$ cat src/hw/osl_pkg.sv
/*
 * osl_pkg: shared constants and types for the strap configuration latch.
 * assumes one 200 MHz clock and a classic wishbone master outside.
 */
package osl_pkg;

	// ****************************************************************
	// clock and timing
	// ****************************************************************
	localparam int MCLK_MHZ    = 200;                 // system clock rate
	localparam int REF_MHZ     = 25;                  // reference tick rate
	localparam int REF_DIV     = MCLK_MHZ / REF_MHZ;  // mclk cycles per tick
	localparam int QUIET_US    = 700;                 // management quiet time
	localparam int QUIET_TICKS = QUIET_US * REF_MHZ;  // quiet time in ticks
	localparam int QCW         = 16;                  // quiet counter width
	localparam int RESET_LOW_US = 1000;               // least reset low time
	localparam int MDC_MAX_KHZ = 2500;                // fastest management clock
	localparam int TX_DELAY_NS = 4;                   // added transmit clock delay

	// ****************************************************************
	// register map, byte addresses
	// ****************************************************************
	localparam int         WB_AW      = 8;      // wishbone address width
	localparam logic [7:0] REG_CONFIG = 8'h00;  // decoded configuration, ro
	localparam logic [7:0] REG_STRAPS = 8'h04;  // raw latched straps, ro
	localparam logic [7:0] REG_STATUS = 8'h08;  // latch and quiet state, ro
	localparam logic [7:0] REG_CTRL   = 8'h0c;  // management gate, rw

	// status and control bit positions
	localparam int STAT_CAPTURED = 0;  // straps have been latched
	localparam int STAT_QUIET    = 1;  // quiet time has elapsed
	localparam int STAT_READY    = 2;  // management ready output
	localparam int CTRL_ENABLE   = 0;  // gates the ready output
	localparam int CTRL_RESTART  = 1;  // write one restarts quiet time
	localparam logic CTRL_ENABLE_RST = 1'b1;  // gate open after reset

	// ****************************************************************
	// strap encodings and values after reset
	// ****************************************************************
	localparam logic [1:0] LED_DIRECT = 2'b11;  // mono color direct mode

	// raw straps as latched, msb first
	typedef struct packed {
		logic [1:0] led_display;  // led display select
		logic       copper_flow;  // copper flow control
		logic       addr_bit4;    // serial mode address bit 4
		logic       addr_bit3;    // serial mode address bit 3
		logic       active_low;   // led active low select
		logic       repeater;     // repeater select or direct bit 4
		logic       rx_delay;     // receive output delay
		logic       fiber_flow;   // fiber flow control
		logic       test_dis;     // test disable
		logic       forced_led;   // forced mode led or direct bit 3
		logic       fiber_dup;    // fiber duplex
		logic       tx_delay;     // transmit clock delay
		logic       slew_fast;    // fast slew
		logic       scan;         // scan select
	} osl_straps_type;

	localparam osl_straps_type STRAP_RST = '{
		led_display: 2'b00,
		copper_flow: 1'b1,
		addr_bit4:   1'b0,
		addr_bit3:   1'b1,
		active_low:  1'b0,
		repeater:    1'b1,
		rx_delay:    1'b0,
		fiber_flow:  1'b1,
		test_dis:    1'b1,
		forced_led:  1'b0,
		fiber_dup:   1'b1,
		tx_delay:    1'b0,
		slew_fast:   1'b1,
		scan:        1'b0
	};

	// decoded configuration, msb first; bit 0 is direct_led
	typedef struct packed {
		logic       scan_mode;    // bit 15
		logic       test_mode;    // bit 14
		logic       slew_fast;    // bit 13
		logic       tx_delay;     // bit 12
		logic       rx_delay;     // bit 11
		logic       all_low;      // bit 10
		logic [1:0] addr_hi;      // bits 9:8, address bits 4:3
		logic       forced_led;   // bit 7
		logic       repeater;     // bit 6
		logic       fiber_dup;    // bit 5
		logic       fiber_flow;   // bit 4
		logic       copper_flow;  // bit 3
		logic [1:0] led_mode;     // bits 2:1
		logic       direct_led;   // bit 0
	} osl_cfg_type;

endpackage

$ cat src/hw/osl_strap_latch.sv
/*
 * osl_strap_latch: latches board straps once after reset, decodes them
 * into configuration outputs, times the management quiet window and
 * offers the results over a classic wishbone slave.
 * assumes straps are steady around the reset release and synchronous to
 * mclk_i; the wishbone master keeps its request until it sees ack.
 */
`timescale 1ns/10ps
module osl_strap_latch
	import osl_pkg::*;
#(
	parameter int          QUIET_LEN     = QUIET_TICKS,  // quiet time in ticks
	parameter logic [23:0] LEGACY_LOW    = 24'h000000    // legacy low leds
)
(
	input  wire logic             mclk_i,                     // system clock
	input  wire logic             rst_n_i,                    // async reset
	// ****************************************************************
	// strap pins, sampled once
	// ****************************************************************
	input  wire logic [1:0]       led_display_select_i,       // led mode
	input  wire logic             copper_flow_ctrl_strap_i,   // copper pause
	input  wire logic             serial_led_addr_bit4_i,     // address bit 4
	input  wire logic             serial_led_addr_bit3_i,     // address bit 3
	input  wire logic             led_active_low_select_i,    // led polarity
	input  wire logic             repeater_select_i,          // repeater pin
	input  wire logic             rx_delay_strap_i,           // receive delay
	input  wire logic             fiber_flow_ctrl_strap_i,    // fiber pause
	input  wire logic             test_disable_strap_i,       // test disable
	input  wire logic             forced_mode_led_select_i,   // forced led pin
	input  wire logic             fiber_duplex_strap_i,       // fiber duplex
	input  wire logic             tx_delay_strap_i,           // transmit delay
	input  wire logic             slew_strap_i,               // slew select
	input  wire logic             scan_select_strap_i,        // scan select
	// ****************************************************************
	// wishbone slave
	// ****************************************************************
	input  wire logic             wb_cyc_i,                   // cycle
	input  wire logic             wb_stb_i,                   // strobe
	input  wire logic             wb_we_i,                    // write enable
	input  wire logic [WB_AW-1:0] wb_adr_i,                   // byte address
	input  wire logic [3:0]       wb_sel_i,                   // byte lanes
	input  wire logic [31:0]      wb_dat_i,                   // write data
	output logic      [31:0]      wb_dat_o,                   // read data
	output logic                  wb_ack_o,                   // acknowledge
	// ****************************************************************
	// decoded configuration
	// ****************************************************************
	output logic                  cfg_valid_o,                // straps latched
	output logic                  direct_led_mode_o,          // direct leds
	output logic      [1:0]       led_mode_o,                 // led mode code
	output logic                  copper_flow_ctrl_o,         // copper pause
	output logic                  fiber_flow_ctrl_o,          // fiber pause
	output logic                  fiber_full_duplex_o,        // fiber duplex
	output logic                  repeater_mode_o,            // no loopback
	output logic                  forced_led_on_o,            // leds pre link
	output logic      [1:0]       phy_addr_hi_o,              // address 4:3
	output logic      [23:0]      led_active_low_o,           // per led level
	output logic                  rx_delay_en_o,              // receive delay
	output logic                  tx_delay_en_o,              // transmit delay
	output logic                  slew_fast_o,                // fast slew
	output logic                  test_mode_o,                // testing mode
	output logic                  scan_mode_o,                // scan mode
	output logic                  ref_tick_o,                 // 25 mhz enable
	output logic                  mgmt_ready_o                // access allowed
);

	// ****************************************************************
	// strap decode
	// ****************************************************************

	// turns raw straps into the configuration the rest of the chip uses
	function automatic osl_cfg_type decode(input osl_straps_type s);
		osl_cfg_type c;  // result
		logic        d;  // direct led mode
		d = (s.led_display == LED_DIRECT);
		c.direct_led = d;
		c.led_mode   = s.led_display;
		// serial-only straps fall back to their idle values when direct
		c.copper_flow = d ? STRAP_RST.copper_flow : s.copper_flow;
		c.fiber_flow  = d ? STRAP_RST.fiber_flow : s.fiber_flow;
		c.fiber_dup   = d ? STRAP_RST.fiber_dup : s.fiber_dup;
		c.repeater    = d ? STRAP_RST.repeater : s.repeater;
		c.forced_led  = d ? 1'b0 : s.forced_led;
		// shared pins move into the address in direct mode
		if (d)
			c.addr_hi = {s.repeater, s.forced_led};
		else
			c.addr_hi = {s.addr_bit4, s.addr_bit3};
		c.all_low   = s.active_low;
		c.rx_delay  = s.rx_delay;
		c.tx_delay  = s.tx_delay;
		c.slew_fast = s.slew_fast;
		c.test_mode = ~s.test_dis;
		c.scan_mode = s.scan;
		return c;
	endfunction

	// configuration seen before the first latch edge
	localparam osl_cfg_type CFG_RST = decode(STRAP_RST);

	// ****************************************************************
	// state
	// ****************************************************************
	typedef struct packed {
		logic           captured;     // straps taken since reset
		osl_straps_type straps;       // raw latched straps
		osl_cfg_type    cfg;          // decoded configuration
		logic [QCW-1:0] quiet_cnt;    // reference ticks since latch
		logic           quiet_done;   // quiet window elapsed
		logic           mgmt_enable;  // software gate on ready
		logic           ack;          // wishbone acknowledge
		logic [31:0]    rdat;         // wishbone read data
	} osl_state_type;

	localparam osl_state_type STATE_RST = '{
		captured:    1'b0,
		straps:      STRAP_RST,
		cfg:         CFG_RST,
		quiet_cnt:   '0,
		quiet_done:  1'b0,
		mgmt_enable: CTRL_ENABLE_RST,
		ack:         1'b0,
		rdat:        32'h00000000
	};

	osl_state_type  state;       // registered state
	osl_state_type  next_state;  // next state
	osl_straps_type pins;        // straps as they stand now
	logic           ref_tick;    // one pulse per reference period
	logic           req;         // new wishbone request
	logic [7:0]     word_adr;    // aligned byte address

	// ****************************************************************
	// reference tick
	// ****************************************************************

	// the 200 mhz clock is cut to the 25 mhz reference rate; the quiet
	// window is counted in reference ticks so it matches the pad timing
	osl_tick_div #(
		.DIV    (REF_DIV)
	) u_ref_div (
		.mclk_i  (mclk_i),
		.rst_n_i (rst_n_i),
		.tick_o  (ref_tick)
	);

	// ****************************************************************
	// request and pin gathering
	// ****************************************************************

	// gather the straps into one word
	always_comb
	begin
		pins.led_display = led_display_select_i;
		pins.copper_flow = copper_flow_ctrl_strap_i;
		pins.addr_bit4   = serial_led_addr_bit4_i;
		pins.addr_bit3   = serial_led_addr_bit3_i;
		pins.active_low  = led_active_low_select_i;
		pins.repeater    = repeater_select_i;
		pins.rx_delay    = rx_delay_strap_i;
		pins.fiber_flow  = fiber_flow_ctrl_strap_i;
		pins.test_dis    = test_disable_strap_i;
		pins.forced_led  = forced_mode_led_select_i;
		pins.fiber_dup   = fiber_duplex_strap_i;
		pins.tx_delay    = tx_delay_strap_i;
		pins.slew_fast   = slew_strap_i;
		pins.scan        = scan_select_strap_i;
	end

	// a request is new while ack is low; the ack cycle ends it
	assign req      = wb_cyc_i & wb_stb_i & ~state.ack;
	assign word_adr = {wb_adr_i[WB_AW-1:2], 2'b00};

	// ****************************************************************
	// next state
	// ****************************************************************

	always_comb
	begin
		next_state = state;
		next_state.ack = 1'b0;

		// first edge after the reset release takes the straps; they are
		// not looked at again, so later led toggling on the shared pins
		// cannot disturb the configuration
		if (!state.captured)
		begin
			next_state.captured = 1'b1;
			next_state.straps   = pins;
		end

		// configuration follows the latched straps only
		next_state.cfg = decode(next_state.straps);

		// quiet window starts once the straps are in
		if (state.captured && !state.quiet_done && ref_tick)
		begin
			if (state.quiet_cnt == QCW'(QUIET_LEN - 1))
				next_state.quiet_done = 1'b1;
			else
				next_state.quiet_cnt = state.quiet_cnt + 1'b1;
		end

		// wishbone: one wait state, ack for exactly one cycle
		if (req)
		begin
			next_state.ack  = 1'b1;
			next_state.rdat = 32'h00000000;
			case (word_adr)
				REG_CONFIG:
					next_state.rdat[15:0] = state.cfg;
				REG_STRAPS:
					next_state.rdat[14:0] = state.straps;
				REG_STATUS:
				begin
					next_state.rdat[STAT_CAPTURED] = state.captured;
					next_state.rdat[STAT_QUIET]    = state.quiet_done;
					next_state.rdat[STAT_READY]    = state.quiet_done
						& state.mgmt_enable;
				end
				REG_CTRL:
				begin
					next_state.rdat[CTRL_ENABLE] = state.mgmt_enable;
					// only the low lane holds control bits
					if (wb_we_i && wb_sel_i[0])
					begin
						next_state.mgmt_enable = wb_dat_i[CTRL_ENABLE];
						// restart wins over a tick in the same cycle
						if (wb_dat_i[CTRL_RESTART])
						begin
							next_state.quiet_cnt  = '0;
							next_state.quiet_done = 1'b0;
						end
					end
				end
				default:
					// unmapped: acked, reads zero, writes dropped
					next_state.rdat = 32'h00000000;
			endcase
		end
	end

	// ****************************************************************
	// state register
	// ****************************************************************

	// reset loads constants only; straps are taken by the clocked path
	always_ff @(posedge mclk_i or negedge rst_n_i)
	begin
		if (!rst_n_i)
			state <= STATE_RST;
		else
			state <= next_state;
	end

	// ****************************************************************
	// outputs
	// ****************************************************************

	// bus answer
	assign wb_ack_o = state.ack;
	assign wb_dat_o = state.rdat;

	// decoded configuration, straight from the register
	assign cfg_valid_o         = state.captured;
	assign direct_led_mode_o   = state.cfg.direct_led;
	assign led_mode_o          = state.cfg.led_mode;
	assign copper_flow_ctrl_o  = state.cfg.copper_flow;
	assign fiber_flow_ctrl_o   = state.cfg.fiber_flow;
	assign fiber_full_duplex_o = state.cfg.fiber_dup;
	assign repeater_mode_o     = state.cfg.repeater;
	assign forced_led_on_o     = state.cfg.forced_led;
	assign phy_addr_hi_o       = state.cfg.addr_hi;
	assign rx_delay_en_o       = state.cfg.rx_delay;
	assign tx_delay_en_o       = state.cfg.tx_delay;
	assign slew_fast_o         = state.cfg.slew_fast;
	assign test_mode_o         = state.cfg.test_mode;
	assign scan_mode_o         = state.cfg.scan_mode;

	// every led low, or the legacy mix kept for older boards
	assign led_active_low_o = state.cfg.all_low ? 24'hffffff : LEGACY_LOW;

	// reference rate for the rest of the chip
	assign ref_tick_o = ref_tick;

	// management is only announced once the quiet window is over
	assign mgmt_ready_o = state.quiet_done & state.mgmt_enable;

endmodule

$ cat src/hw/osl_tick_div.sv
/*
 * osl_tick_div: divides the system clock into a one-cycle enable pulse.
 * assumes a free running clock and an asynchronous active low reset.
 */
`timescale 1ns/10ps
module osl_tick_div
	import osl_pkg::*;
#(
	parameter int DIV = REF_DIV  // clock cycles per pulse
)
(
	input  wire logic mclk_i,   // system clock
	input  wire logic rst_n_i,  // async reset, active low
	output logic      tick_o    // one-cycle enable pulse
);

	localparam int CW = (DIV > 1) ? $clog2(DIV) : 1;  // counter width

	// ****************************************************************
	// state
	// ****************************************************************
	typedef struct packed {
		logic [CW-1:0] cnt;   // cycles since last pulse
		logic          tick;  // registered pulse
	} osl_div_type;

	osl_div_type state;       // current state
	osl_div_type next_state;  // next state

	// count to the end of the period, pulse once per wrap
	always_comb
	begin
		next_state = state;
		next_state.tick = 1'b0;
		if (state.cnt == CW'(DIV - 1))
		begin
			next_state.cnt  = '0;
			next_state.tick = 1'b1;
		end
		else
			next_state.cnt = state.cnt + 1'b1;
	end

	// register the copy
	always_ff @(posedge mclk_i or negedge rst_n_i)
	begin
		if (!rst_n_i)
			state <= '0;
		else
			state <= next_state;
	end

	assign tick_o = state.tick;

endmodule

$ cat config.mk
export PLATFORM = sky130hd
export DESIGN_NAME = osl_strap_latch
export DESIGN_NICKNAME = d
export VERILOG_FILES = /design/src/hw/osl_pkg.sv /design/src/hw/osl_strap_latch.sv /design/src/hw/osl_tick_div.sv
export SDC_FILE = /design/constraint.sdc
export NUM_CORES = 1
export LEC_CHECK = 0
export BUFFER_PORTS_ARGS = -buffer_cell sky130_fd_sc_hd__buf_4
export CELL_PAD_IN_SITES_DETAIL_PLACEMENT = 2
export CELL_PAD_IN_SITES_GLOBAL_PLACEMENT = 2
export CORE_MARGIN = 10
export CORE_UTILIZATION = 29
export CTS_BUF_LIST = sky130_fd_sc_hd__clkbuf_4
export CTS_CLUSTER_DIAMETER = 150
export DETAILED_ROUTE_END_ITERATION = 16
export GPL_TIMING_DRIVEN = 0
export HOLD_SLACK_MARGIN = 0.06
export PLACE_DENSITY_LB_ADDON = 0.05
export SETUP_SLACK_MARGIN = 0.1
export SYNTH_ARGS = -nofsm -noshare
export SYNTH_HDL_FRONTEND = slang
export SYNTH_SLANG_ARGS = --single-unit
export TNS_END_PERCENT = 20
$ cat constraint.sdc
create_clock -name mclk_i -period 2.2 [get_ports mclk_i]
set_input_delay 0.55 -clock mclk_i [delete_from_list [all_inputs] [get_ports mclk_i]]
set_output_delay 0.55 -clock mclk_i [all_outputs]
set_load 0.1 [all_outputs]
# Yosys cells after proc, flatten, opt, wreduce, memory -nomap -nowiden
# Index checks and enable logic that the tools add are counted.
[op_classes]
n_bitwise = 5
n_addsub = 2
reduce_logical = 6
n_eq_ne = 6
mux = 21
[ops]
columns = ["cell", "n"]
rows = [
  ["$mux 51", 1],
  ["$mux 18", 2],
  ["$mux 17", 2],
  ["$mux 24", 1],
  ["$pmux 12 s2", 1],
  ["$add 16x1->16 const B", 1],
  ["$eq 16x15->1 const B", 1],
  ["$mux 16", 1],
  ["$mux 15", 1],
  ["$eq 6x2->1 const B", 2],
  ["$logic_not 8->1", 1],
  ["$mux 1", 8],
  ["$eq 6x1->1 const B", 1],
  ["$pmux 2 s3", 1],
  ["$pmux 1 s4", 1],
  ["$add 3x1->3 const B", 1],
  ["$and 1x1->1", 3],
  ["$eq 3x3->1 const B", 1],
  ["$logic_and 1x1->1", 3],
  ["$mux 3", 1],
  ["$reduce_and 3->1", 1],
  ["$eq 2x2->1 const B", 1],
  ["$mux 2", 1],
  ["$not 1->1", 2],
  ["$logic_not 1->1", 1],
]
[totals]
wordCells = 70
reg_bits = 64

# Logic depth before layout (Yosys ltp)
# Gate-level depths: netlist of the first run.
[logic_depth]
depth_word = 8
ltp_mapped = 6
ltp_nobuf = 5

# Hierarchy
# Synthesis of the first run repeated with hierarchy kept, for this count alone.
[unflattened]
cells_unflattened = 305
hier_area_um2 = 3340.7
[by_module_without_submodules]
columns = ["mod", "area_each_um2", "instances", "cells_per_inst"]
rows = [
  ["osl_strap_latch", 3211.8, 1, 298],
  ["osl_tick_div", 128.9, 1, 7],
]

# Least setup slack after synthesis of the first run
# No wires, ideal clock.
[synth_path]
kind = "register to register"
startpoint = "register state, in the netlist cfg_valid_o"
endpoint = "register state[41] in the netlist's numbering"
t_required_ns = 2.123
arrival_time_ns = 2.172
period_less_slack_ns = 2.250
path_stages_with_launch = 5
path_buffers = 1
setup_slack_ns = -0.050
setup_time_ns = 0.077
path_cell_list = "dfrtp_1 > buf_2 > nand4b_1 > or3_2 > a21oi_1"
[synth_rtl]
columns = ["element", "line_no", "source"]
rows = [
  ["start, declared", "osl_strap_latch.sv:127", "osl_state_type state;"],
  ["start signal, assigned", "osl_strap_latch.sv:254", "state <= next_state;"],
]

# Worst setup path after layout of the first run
[layout_path]
startpoint = "register state[61] in the netlist's numbering"
endpoint = "output port led_active_low_o[7]"
[layout_between]
elab_chain_cells = 1
[layout_lines]
columns = ["element", "line_no", "source"]
rows = [
  ["$mux 24", "osl_strap_latch.sv:282", "assign led_active_low_o = state.cfg.all_low ? 24'hffffff : LEGACY_LOW;"],
  ["end, declared", "osl_strap_latch.sv:58", "output logic [23:0] led_active_low_o,"],
]
# Every way passes these cells.

==> results of run 1 <==
[worst paths after layout]
check | startpoint | endpoint | cells past startpoint
setup / recovery | state[61]$_DFFE_PN0N_ | led_active_low_o[7] | 2
hold / removal | rst_n_i | wb_dat_o[10]$_DFFE_PN0P_ | 1
setup reg to reg | wb_ack_o$_DFF_PN0_ | state[40]$_DFF_PN0_ | 6
hold reg to reg | u_ref_div.state[1]$_DFF_PN0_ | u_ref_div.state[1]$_DFF_PN0_ | 1
max in group asynchronous | rst_n_i | state[61]$_DFFE_PN0N_ | 1
min in group mclk_i | test_disable_strap_i | test_mode_o$_DFF_PN0_ | 2
[kinds of logic (layout without fill, tap and decap cells)]
logic type               count (synthesis)  count (layout)  synth area share [%]
multiplexers                            20              20                  7.01
adder cells (fa/ha/maj)                  3               3                  1.15
buffers and inverters                   77             181                  16.0
AO/OA/AOI/OAI                           33              33                  7.16
flip-flops                              64              64                  49.5
XOR/XNOR                                 8               8                  2.15
other                                    2              17                 0.230
AND/OR/NAND/NOR                         99              99                  16.8
[placed cells by master, fill, tap and decap left out, types with 3 or more instances in the layout]
master,instances
sky130_fd_sc_hd__buf_4,148
sky130_fd_sc_hd__dfrtp_1,48
sky130_fd_sc_hd__nor2_1,36
sky130_fd_sc_hd__conb_1,17
sky130_fd_sc_hd__nand2_1,14
sky130_fd_sc_hd__dfstp_2,13
sky130_fd_sc_hd__mux2_2,12
sky130_fd_sc_hd__a221oi_1,12
sky130_fd_sc_hd__clkbuf_4,10
sky130_fd_sc_hd__a21oi_1,8
sky130_fd_sc_hd__inv_1,7
sky130_fd_sc_hd__buf_2,6
sky130_fd_sc_hd__nand4_1,6
sky130_fd_sc_hd__xnor2_1,6
sky130_fd_sc_hd__mux2i_1,6
sky130_fd_sc_hd__nor4_1,5
sky130_fd_sc_hd__o21ai_0,5
sky130_fd_sc_hd__or3_1,4
sky130_fd_sc_hd__nand3_1,4
sky130_fd_sc_hd__nor3_1,4
sky130_fd_sc_hd__nand2b_1,4
sky130_fd_sc_hd__clkbuf_1,3
sky130_fd_sc_hd__and4_1,3
sky130_fd_sc_hd__o211ai_1,3
sky130_fd_sc_hd__a22o_1,3
sky130_fd_sc_hd__ha_1,3
[sequential cells by signal, summed over array words and instances (netlist names)]
name                 flops
forced_led_on_o          1
wb_ack_o                 1
u_ref_div.tick_o         1
slew_fast_o              1
rx_delay_en_o            1
fiber_flow_ctrl_o        1
led_mode_o               2
repeater_mode_o          1
state                   27
tx_delay_en_o            1
u_ref_div.state          3
copper_flow_ctrl_o       1
scan_mode_o              1
test_mode_o              1
direct_led_mode_o        1
wb_dat_o                16
phy_addr_hi_o            2
cfg_valid_o              1
fiber_full_duplex_o      1
[stage by stage]
stage	TNS (ns)	setup WS, ns	total power [W]
floorplan	0	0.0837	0.00270
global placement	-0.300	-0.0339	0.00304
detailed placement	-0.939	-0.0951	0.00306
CTS	0	0.170	0.00386
global route	0	0.116	0.00399
finish	0	0.213	0.00380
[layer usage]
layer / global-route usage (%) / wire length, um / vias to the layer above
met5: 0 / 0 / -
met4: 3.42 / 73 / 0
met3: 3.31 / 537 / 7
met2: 23.0 / 5320 / 59
met1: 13.9 / 4030 / 1278
li1: - / - / 1215
[power by group through the flow]
stage          clock network [W]  logic (W)  registers (W)
2_1_floorplan                  0    0.00113        0.00157
3_3_place_gp                   0    0.00162        0.00142
3_5_place_dp                   0    0.00164        0.00143
4_1_cts                 0.000818    0.00164        0.00140
5_1_grt                 0.000873    0.00169        0.00142
6_report                0.000782    0.00162        0.00140
[critical path: stages (launching register included)]
cell and delay, ns:
sky130_fd_sc_hd__dfrtp_4 0.60, sky130_fd_sc_hd__buf_4 0.16, sky130_fd_sc_hd__buf_4 0.28
[repair_timing]
| item | 4_1_cts | 5_1_grt |
|---|---|---|
| resized for setup | 2 | 0 |
| pin swaps | 0 | 1 |
| hold endpoints to repair | 0 | 0 |
| setup buffers | 1 | 1 |
| endpoints found under the setup margin | 34 | 2 |
[cell type report]
class                      instances  area (sq um)
buffer                            69           492
clock buffer                      10          75.1
clock inverter                     6          60.1
fill                            1216          6640
inverter                           8          30.0
multi-input combinational        180          1180
sequential                        64          1620
tap                              140           175
timing repair buffer              88           661
==> results_tabular.tex, run 1 <==
\begin{tabular}{lr}
\hline
Metric & Value \\
\hline
\multicolumn{2}{l}{\textbf{Yosys}} \\
\quad Average size of a mapped cell & 10.7 sq um \\
\quad Leading register cell type out of synthesis & sky130\_fd\_sc\_hd\_\_dfrtp\_1 \\
\quad Sequential cell area fraction in the yosys report & 49.5\% \\
\quad Number of storage elements in the synthesis netlist & 64 \\
\quad Netlist Area Pre-Place & 3270 sq um \\
\quad Instance count of the mapped netlist & 306 \\
\quad Post-synth ARST share & 100\% \\
\quad Share of the synthesized area in the top cell type & 39.1\% \\
\quad Count of synthesis-stage warnings from yosys & 0 \\
\quad Library cell with the highest instance count after synthesis & sky130\_fd\_sc\_hd\_\_buf\_4 \\
\quad Number of flops mapped to enable cells by yosys & 0 \\
\quad Distinct cell type count after synthesis & 46 \\
\quad Synth top area cells & sky130\_fd\_sc\_hd\_\_dfrtp\_1 (39\%), sky130\_fd\_sc\_hd\_\_buf\_4 (14\%), sky130\_fd\_sc\_hd\_\_dfstp\_2 (10\%) \\
\quad Cell types with the highest counts after synthesis & sky130\_fd\_sc\_hd\_\_buf\_4 (60), sky130\_fd\_sc\_hd\_\_dfrtp\_1 (51), sky130\_fd\_sc\_hd\_\_nor2\_1 (36) \\
\quad Cell type with the highest aggregate area in the netlist & sky130\_fd\_sc\_hd\_\_dfrtp\_1 \\
\multicolumn{2}{l}{\textbf{CTS}} \\
\quad Clock network latency to the later pin of the worst-skew pair & 0.40 ns \\
\quad Clk sinks & 64 \\
\quad Number of buffers created by CTS & 9 \\
\quad Root buffer cell & sky130\_fd\_sc\_hd\_\_clkbuf\_4 \\
\quad Maximum buffer depth of the clock tree & 2 \\
\quad Clock-pin slew on the worst setup and hold paths & 0.10 ns \\
\quad CTS tree & yes \\
\quad Hold buffers post-CTS & 0 \\
\quad CTS HTree Levels & 3 \\
\multicolumn{2}{l}{\textbf{Floorplan}} \\
\quad Y dimension of the die & 126 um \\
\quad Horizontal die dimension & 126 um \\
\quad Initial Util & 29.9\% \\
\quad Overall die area & 15900 sq um \\
\quad Total number of placement rows & 38 \\
\quad Number of ports placed on the die boundary & 139 \\
\quad Placeable core area & 10900 sq um \\
\multicolumn{2}{l}{\textbf{Detailed routing}} \\
\quad DRC violation count after routing & 0 \\
\quad Via count & 2559 \\
\quad Iteration-0 DRC Markers & 63 \\
\quad First-pass iteration count of the detailed router & 3 \\
\quad Average wire length per cell after detail routing & 17.6 um \\
\quad Antenna Nets Post-Route & 0 \\
\quad Post-detailed-route via-to-cell ratio & 4.53 \\
\quad Total wirelength of the detailed-routed design & 9.97 mm \\
\multicolumn{2}{l}{\textbf{Critical path}} \\
\quad Critical Path Fanout Max & 27 \\
\quad Critical path capture point type & primary output \\
\quad Worst path arrival time & 1.44 ns \\
\quad Crit path kind & reg2out \\
\quad Crit start category & flop \\
\quad Required time of the critical path & 1.65 ns \\
\quad Setup slack of the most critical reg-to-reg path & 0.39 ns \\
\multicolumn{2}{l}{\textbf{STA}} \\
\quad Final number of setup-violating endpoints & 0 \\
\quad Worst slack on hold paths & 0.239 ns \\
\quad Time the worst path needs with I/O delays and setup & 1.99 ns \\
\quad Final Hold Fails & 0 \\
\quad Clock skew after layout & 0.0131 ns \\
\quad Maximum operating frequency & 503 MHz \\
\quad RSZ-0062 raised after global routing & false \\
\quad Worst relative slew slack & 44.6\% \\
\quad Final-report max-slew violation count & 0 \\
\quad Worst slew pin tran & 0.831 ns \\
\quad Post-route clock period utilization & 90.3\% \\
\multicolumn{2}{l}{\textbf{Pwr}} \\
\quad Internal Power & 0.00205 W \\
\quad Combinational fraction of design power & 42.6\% \\
\quad Net load switching power & 0.00175 W \\
\quad Sequential group share of total power & 36.8\% \\
\quad Power density normalized to cell area & 884 nW/um\^{}2 \\
\quad Leakage & 2.09 nW \\
\quad Clk pwr share & 20.6\% \\
\quad Sw frac & 46.0\% \\
\quad Max IR drop VDD & 364 uV \\
\multicolumn{2}{l}{\textbf{Cells and area}} \\
\quad Antenna Diode Count & 0 \\
\quad Final net count & 487 \\
\quad Synth-to-Final Area Change & 31.6\% \\
\quad Fin area & 4300 sq um \\
\quad Number of non-filler instances in the completed layout & 565 \\
\quad Proportion of layout cells with a drive suffix above 1 & 48.5\% \\
\quad Final core occ & 39.3\% \\
\multicolumn{2}{l}{\textbf{Global route}} \\
\quad Total global routing overflow & 0 \\
\quad Pin count of the biggest net entering global routing & 65 \\
\quad Number of global-route vias before repair & 2907 \\
\quad Gr usage total & 12.6\% \\
\quad Wire length of the first global-routing pass & 16.2 mm \\
\quad Antenna violations before repair & 0 \\
\multicolumn{2}{l}{\textbf{Place}} \\
\quad Final Wtd Congestion & 0.725 \\
\quad IO Port Bufs & 86 \\
\quad Hpwl dp & 7.86 mm \\
\quad Number of placed cells counting well taps & 547 \\
\quad Dpl cell area & 4150 sq um \\
\multicolumn{2}{l}{\textbf{Status}} \\
\quad Status & completed \\
\multicolumn{2}{l}{\textbf{Worst hold path}} \\
\quad Type of the most critical hold path & in2async \\
\multicolumn{2}{l}{\textbf{Flow run}} \\
\quad Number of maximum-capacitance constraint violations & 0 \\
\hline
\end{tabular}
(Power assumes the default switching activity.)
==> inputs of run 2 (changes only) <==
Settings changed: GPL_TIMING_DRIVEN 0 to unset.
==> run 2 against run 1 <==
Critical path type unchanged. Critical endpoint is now led_active_low_o[16]. Utilization is 3.7 points lower. Clock-buffer cell count down 1. Clock power barely moved. Via count down 7.0%. Register-to-register slack got worse by 0.02 ns. Hold slack improved by 0.11 ns.
==> results_tabular.tex, run 2 (synthesis gave the netlist of run 1 again) <==
\begin{tabular}{lr}
\hline
Metric & Value \\
\hline
\multicolumn{2}{l}{\textbf{Pwr}} \\
\quad Internal Power & 0.00192 W \\
\quad Leakage & 1.81 nW \\
\quad Sequential group share of total power & 38.3\% \\
\quad Max IR drop VDD & 365 uV \\
\quad Net load switching power & 0.00174 W \\
\quad Combinational fraction of design power & 40.4\% \\
\quad Sw frac & 47.5\% \\
\quad Power density normalized to cell area & 939 nW/um\^{}2 \\
\quad Clk pwr share & 21.3\% \\
\multicolumn{2}{l}{\textbf{Critical path}} \\
\quad Required time of the critical path & 1.65 ns \\
\quad Cells on worst reg2reg path & 4 \\
\quad Crit path cell chain & buf\_4 \\
\quad R2R Path Start & state[35]\$\_DFF\_PN0\_ \\
\quad Crit start category & flop \\
\quad Critical Path Fanout Max & 27 \\
\quad Critical path capture point type & primary output \\
\quad CP Buf/Inv Count & 1 \\
\quad Worst stage delay on the critical path & 0.64 ns \\
\quad Critical path's slowest cell & sky130\_fd\_sc\_hd\_\_dfrtp\_2 \\
\quad Crit path kind & reg2out \\
\quad Worst path arrival time & 1.42 ns \\
\quad Setup slack of the most critical reg-to-reg path & 0.37 ns \\
\quad Endpoint of the worst register-to-register path & state[41]\$\_DFF\_PN0\_ \\
\quad Largest delay share family, worst path & flip-flops \\
\multicolumn{2}{l}{\textbf{Cells and area}} \\
\quad Most frequent standard cell in the layout excluding fill and tap cells & sky130\_fd\_sc\_hd\_\_buf\_4 \\
\quad Area occupied by multi-input gates & 1180 sq um \\
\quad Register name with the most flops & state \\
\quad Antenna Diode Count & 0 \\
\quad Synth-to-Final Area Change & 19.3\% \\
\quad Number of inserted filler cells in the final layout & 1237 \\
\quad Max reg flops & 27 \\
\quad Proportion of layout cells with a drive suffix above 1 & 40.5\% \\
\quad Commonest non-fill, non-tap cells in the layout & sky130\_fd\_sc\_hd\_\_buf\_4 (94), sky130\_fd\_sc\_hd\_\_dfrtp\_1 (48), sky130\_fd\_sc\_hd\_\_nor2\_1 (36), sky130\_fd\_sc\_hd\_\_conb\_1 (17), sky130\_fd\_sc\_hd\_\_nand2\_1 (14) \\
\quad Final net count & 427 \\
\quad Footprint of the flip-flops and latches & 1620 sq um \\
\multicolumn{2}{l}{\textbf{CTS}} \\
\quad Clock-pin slew on the worst setup and hold paths & 0.11 ns \\
\quad Number of buffers created by CTS & 9 \\
\quad Root buffer cell & sky130\_fd\_sc\_hd\_\_clkbuf\_4 \\
\quad CTS HTree Levels & 3 \\
\quad Maximum buffer depth of the clock tree & 2 \\
\quad Clock network latency to the later pin of the worst-skew pair & 0.41 ns \\
\quad CTS tree & yes \\
\quad Clk sinks & 64 \\
\multicolumn{2}{l}{\textbf{Worst hold path}} \\
\quad Instance count along the most critical hold path & 2 \\
\quad Hold path start & test\_disable\_strap\_i \\
\quad Worst min-delay path endpoint & test\_mode\_o\$\_DFF\_PN0\_ \\
\quad Type of the most critical hold path & in2reg \\
\multicolumn{2}{l}{\textbf{Global route}} \\
\quad Total global routing overflow & 0 \\
\quad Number of global-route vias before repair & 2694 \\
\quad Pin count of the biggest net entering global routing & 39 \\
\quad Gr usage total & 12.1\% \\
\quad Wire length of the first global-routing pass & 15.4 mm \\
\quad Antenna violations before repair & 0 \\
\multicolumn{2}{l}{\textbf{Detailed routing}} \\
\quad Antenna Nets Post-Route & 0 \\
\quad First-pass iteration count of the detailed router & 4 \\
\quad Average wire length per cell after detail routing & 19.2 um \\
\quad Total wirelength of the detailed-routed design & 9.67 mm \\
\quad Iteration-0 DRC Markers & 89 \\
\quad Post-detailed-route via-to-cell ratio & 4.71 \\
\quad DRC violation count after routing & 0 \\
\quad Via count & 2379 \\
\multicolumn{2}{l}{\textbf{STA}} \\
\quad Maximum operating frequency & 507 MHz \\
\quad Final number of setup-violating endpoints & 0 \\
\quad RSZ-0062 raised after global routing & false \\
\quad Clock skew after layout & 0.0145 ns \\
\quad Time the worst path needs with I/O delays and setup & 1.97 ns \\
\quad Final Hold Fails & 0 \\
\quad Post-route clock period utilization & 89.7\% \\
\quad Worst slack on hold paths & 0.352 ns \\
\quad Total Neg Setup Slack & 0 ns \\
\quad Final-report max-slew violation count & 0 \\
\multicolumn{2}{l}{\textbf{Floorplan}} \\
\quad Horizontal die dimension & 126 um \\
\quad Total number of placement rows & 38 \\
\quad Y dimension of the die & 126 um \\
\quad Overall die area & 15900 sq um \\
\quad Number of ports placed on the die boundary & 139 \\
\quad Placeable core area & 10900 sq um \\
\quad Initial Util & 29.9\% \\
\multicolumn{2}{l}{\textbf{Place}} \\
\quad Hpwl dp & 7.35 mm \\
\quad Final Wtd Congestion & 0.706 \\
\quad IO Port Bufs & 87 \\
\multicolumn{2}{l}{\textbf{Flow run}} \\
\quad Number of maximum-capacitance constraint violations & 0 \\
\multicolumn{2}{l}{\textbf{Status}} \\
\quad Status & completed \\
\hline
\end{tabular}
run 2: what timing repair did:
item                                    in CTS  in global routing
hold endpoints to repair                    21                  0
hold buffers                                 1                  0
endpoints found under the setup margin      24                  0
resized for setup                            1                  0
buffers inserted                             0                  0
run 2: layout make-up:
type | instances | area share, %
inverter | 8 | 0.771
timing repair buffer | 97 | 19.4
clock inverter | 7 | 1.61
tap | 140 | 4.50
multi-input combinational | 180 | 30.4
clock buffer | 9 | 1.73
sequential | 64 | 41.6
run 2: how the worst max path moves through the flow:
stage                          startpoint                       to  slack (ns)  cells after the start
6_report            state[61]$_DFFE_PN0N_     led_active_low_o[16]        0.23                      1
3_3_place_gp                  wb_adr_i[7]  wb_dat_o[6]$_DFFE_PN0P_        0.25                      6
5_1_grt             state[61]$_DFFE_PN0N_     led_active_low_o[16]        0.11                      1
2_1_floorplan  u_ref_div.tick_o$_DFF_PN0_      state[41]$_DFF_PN0_        0.08                      3
4_1_cts             state[33]$_DFFE_PN1P_             mgmt_ready_o        0.17                      2
3_5_place_dp                  wb_adr_i[7]  wb_dat_o[4]$_DFFE_PN0P_        0.21                      6
run 2: power by group through the flow:
| stage | combinational [W] | clock (W) | sequential, W |
|---|---|---|---|
| detailed placement | 0.00149 | 0 | 0.00143 |
| floorplan | 0.00113 | 0 | 0.00157 |
| finish | 0.00148 | 0.000780 | 0.00140 |
| CTS | 0.00149 | 0.000827 | 0.00140 |
| global route | 0.00154 | 0.000883 | 0.00142 |
| global placement | 0.00148 | 0 | 0.00142 |
run 2: stage by stage:
stage	cells	total power (W)	util [%]	setup slack, ns	area (sq um)
5_1_grt	505	0.00384	35.6	0.106	3890
4_1_cts	505	0.00372	35.6	0.174	3890
3_3_place_gp	488	0.00290	34.3	0.251	3750
2_1_floorplan	321	0.00270	-	0.0837	3320
6_report	505	0.00366	35.6	0.227	3890
3_5_place_dp	488	0.00292	34.3	0.215	3750
run 2: routing by layer:
| metal | track usage [%] | vias to the layer above | part of all wire, % |
|---|---|---|---|
| li1 | - | 1095 | - |
| met1 | 13.1 | 1215 | 40 |
| met2 | 22.3 | 61 | 54 |
| met3 | 4.19 | 8 | 5.6 |
| met4 | 2.61 | 0 | 0.77 |
| met5 | 0 | - | 0 |
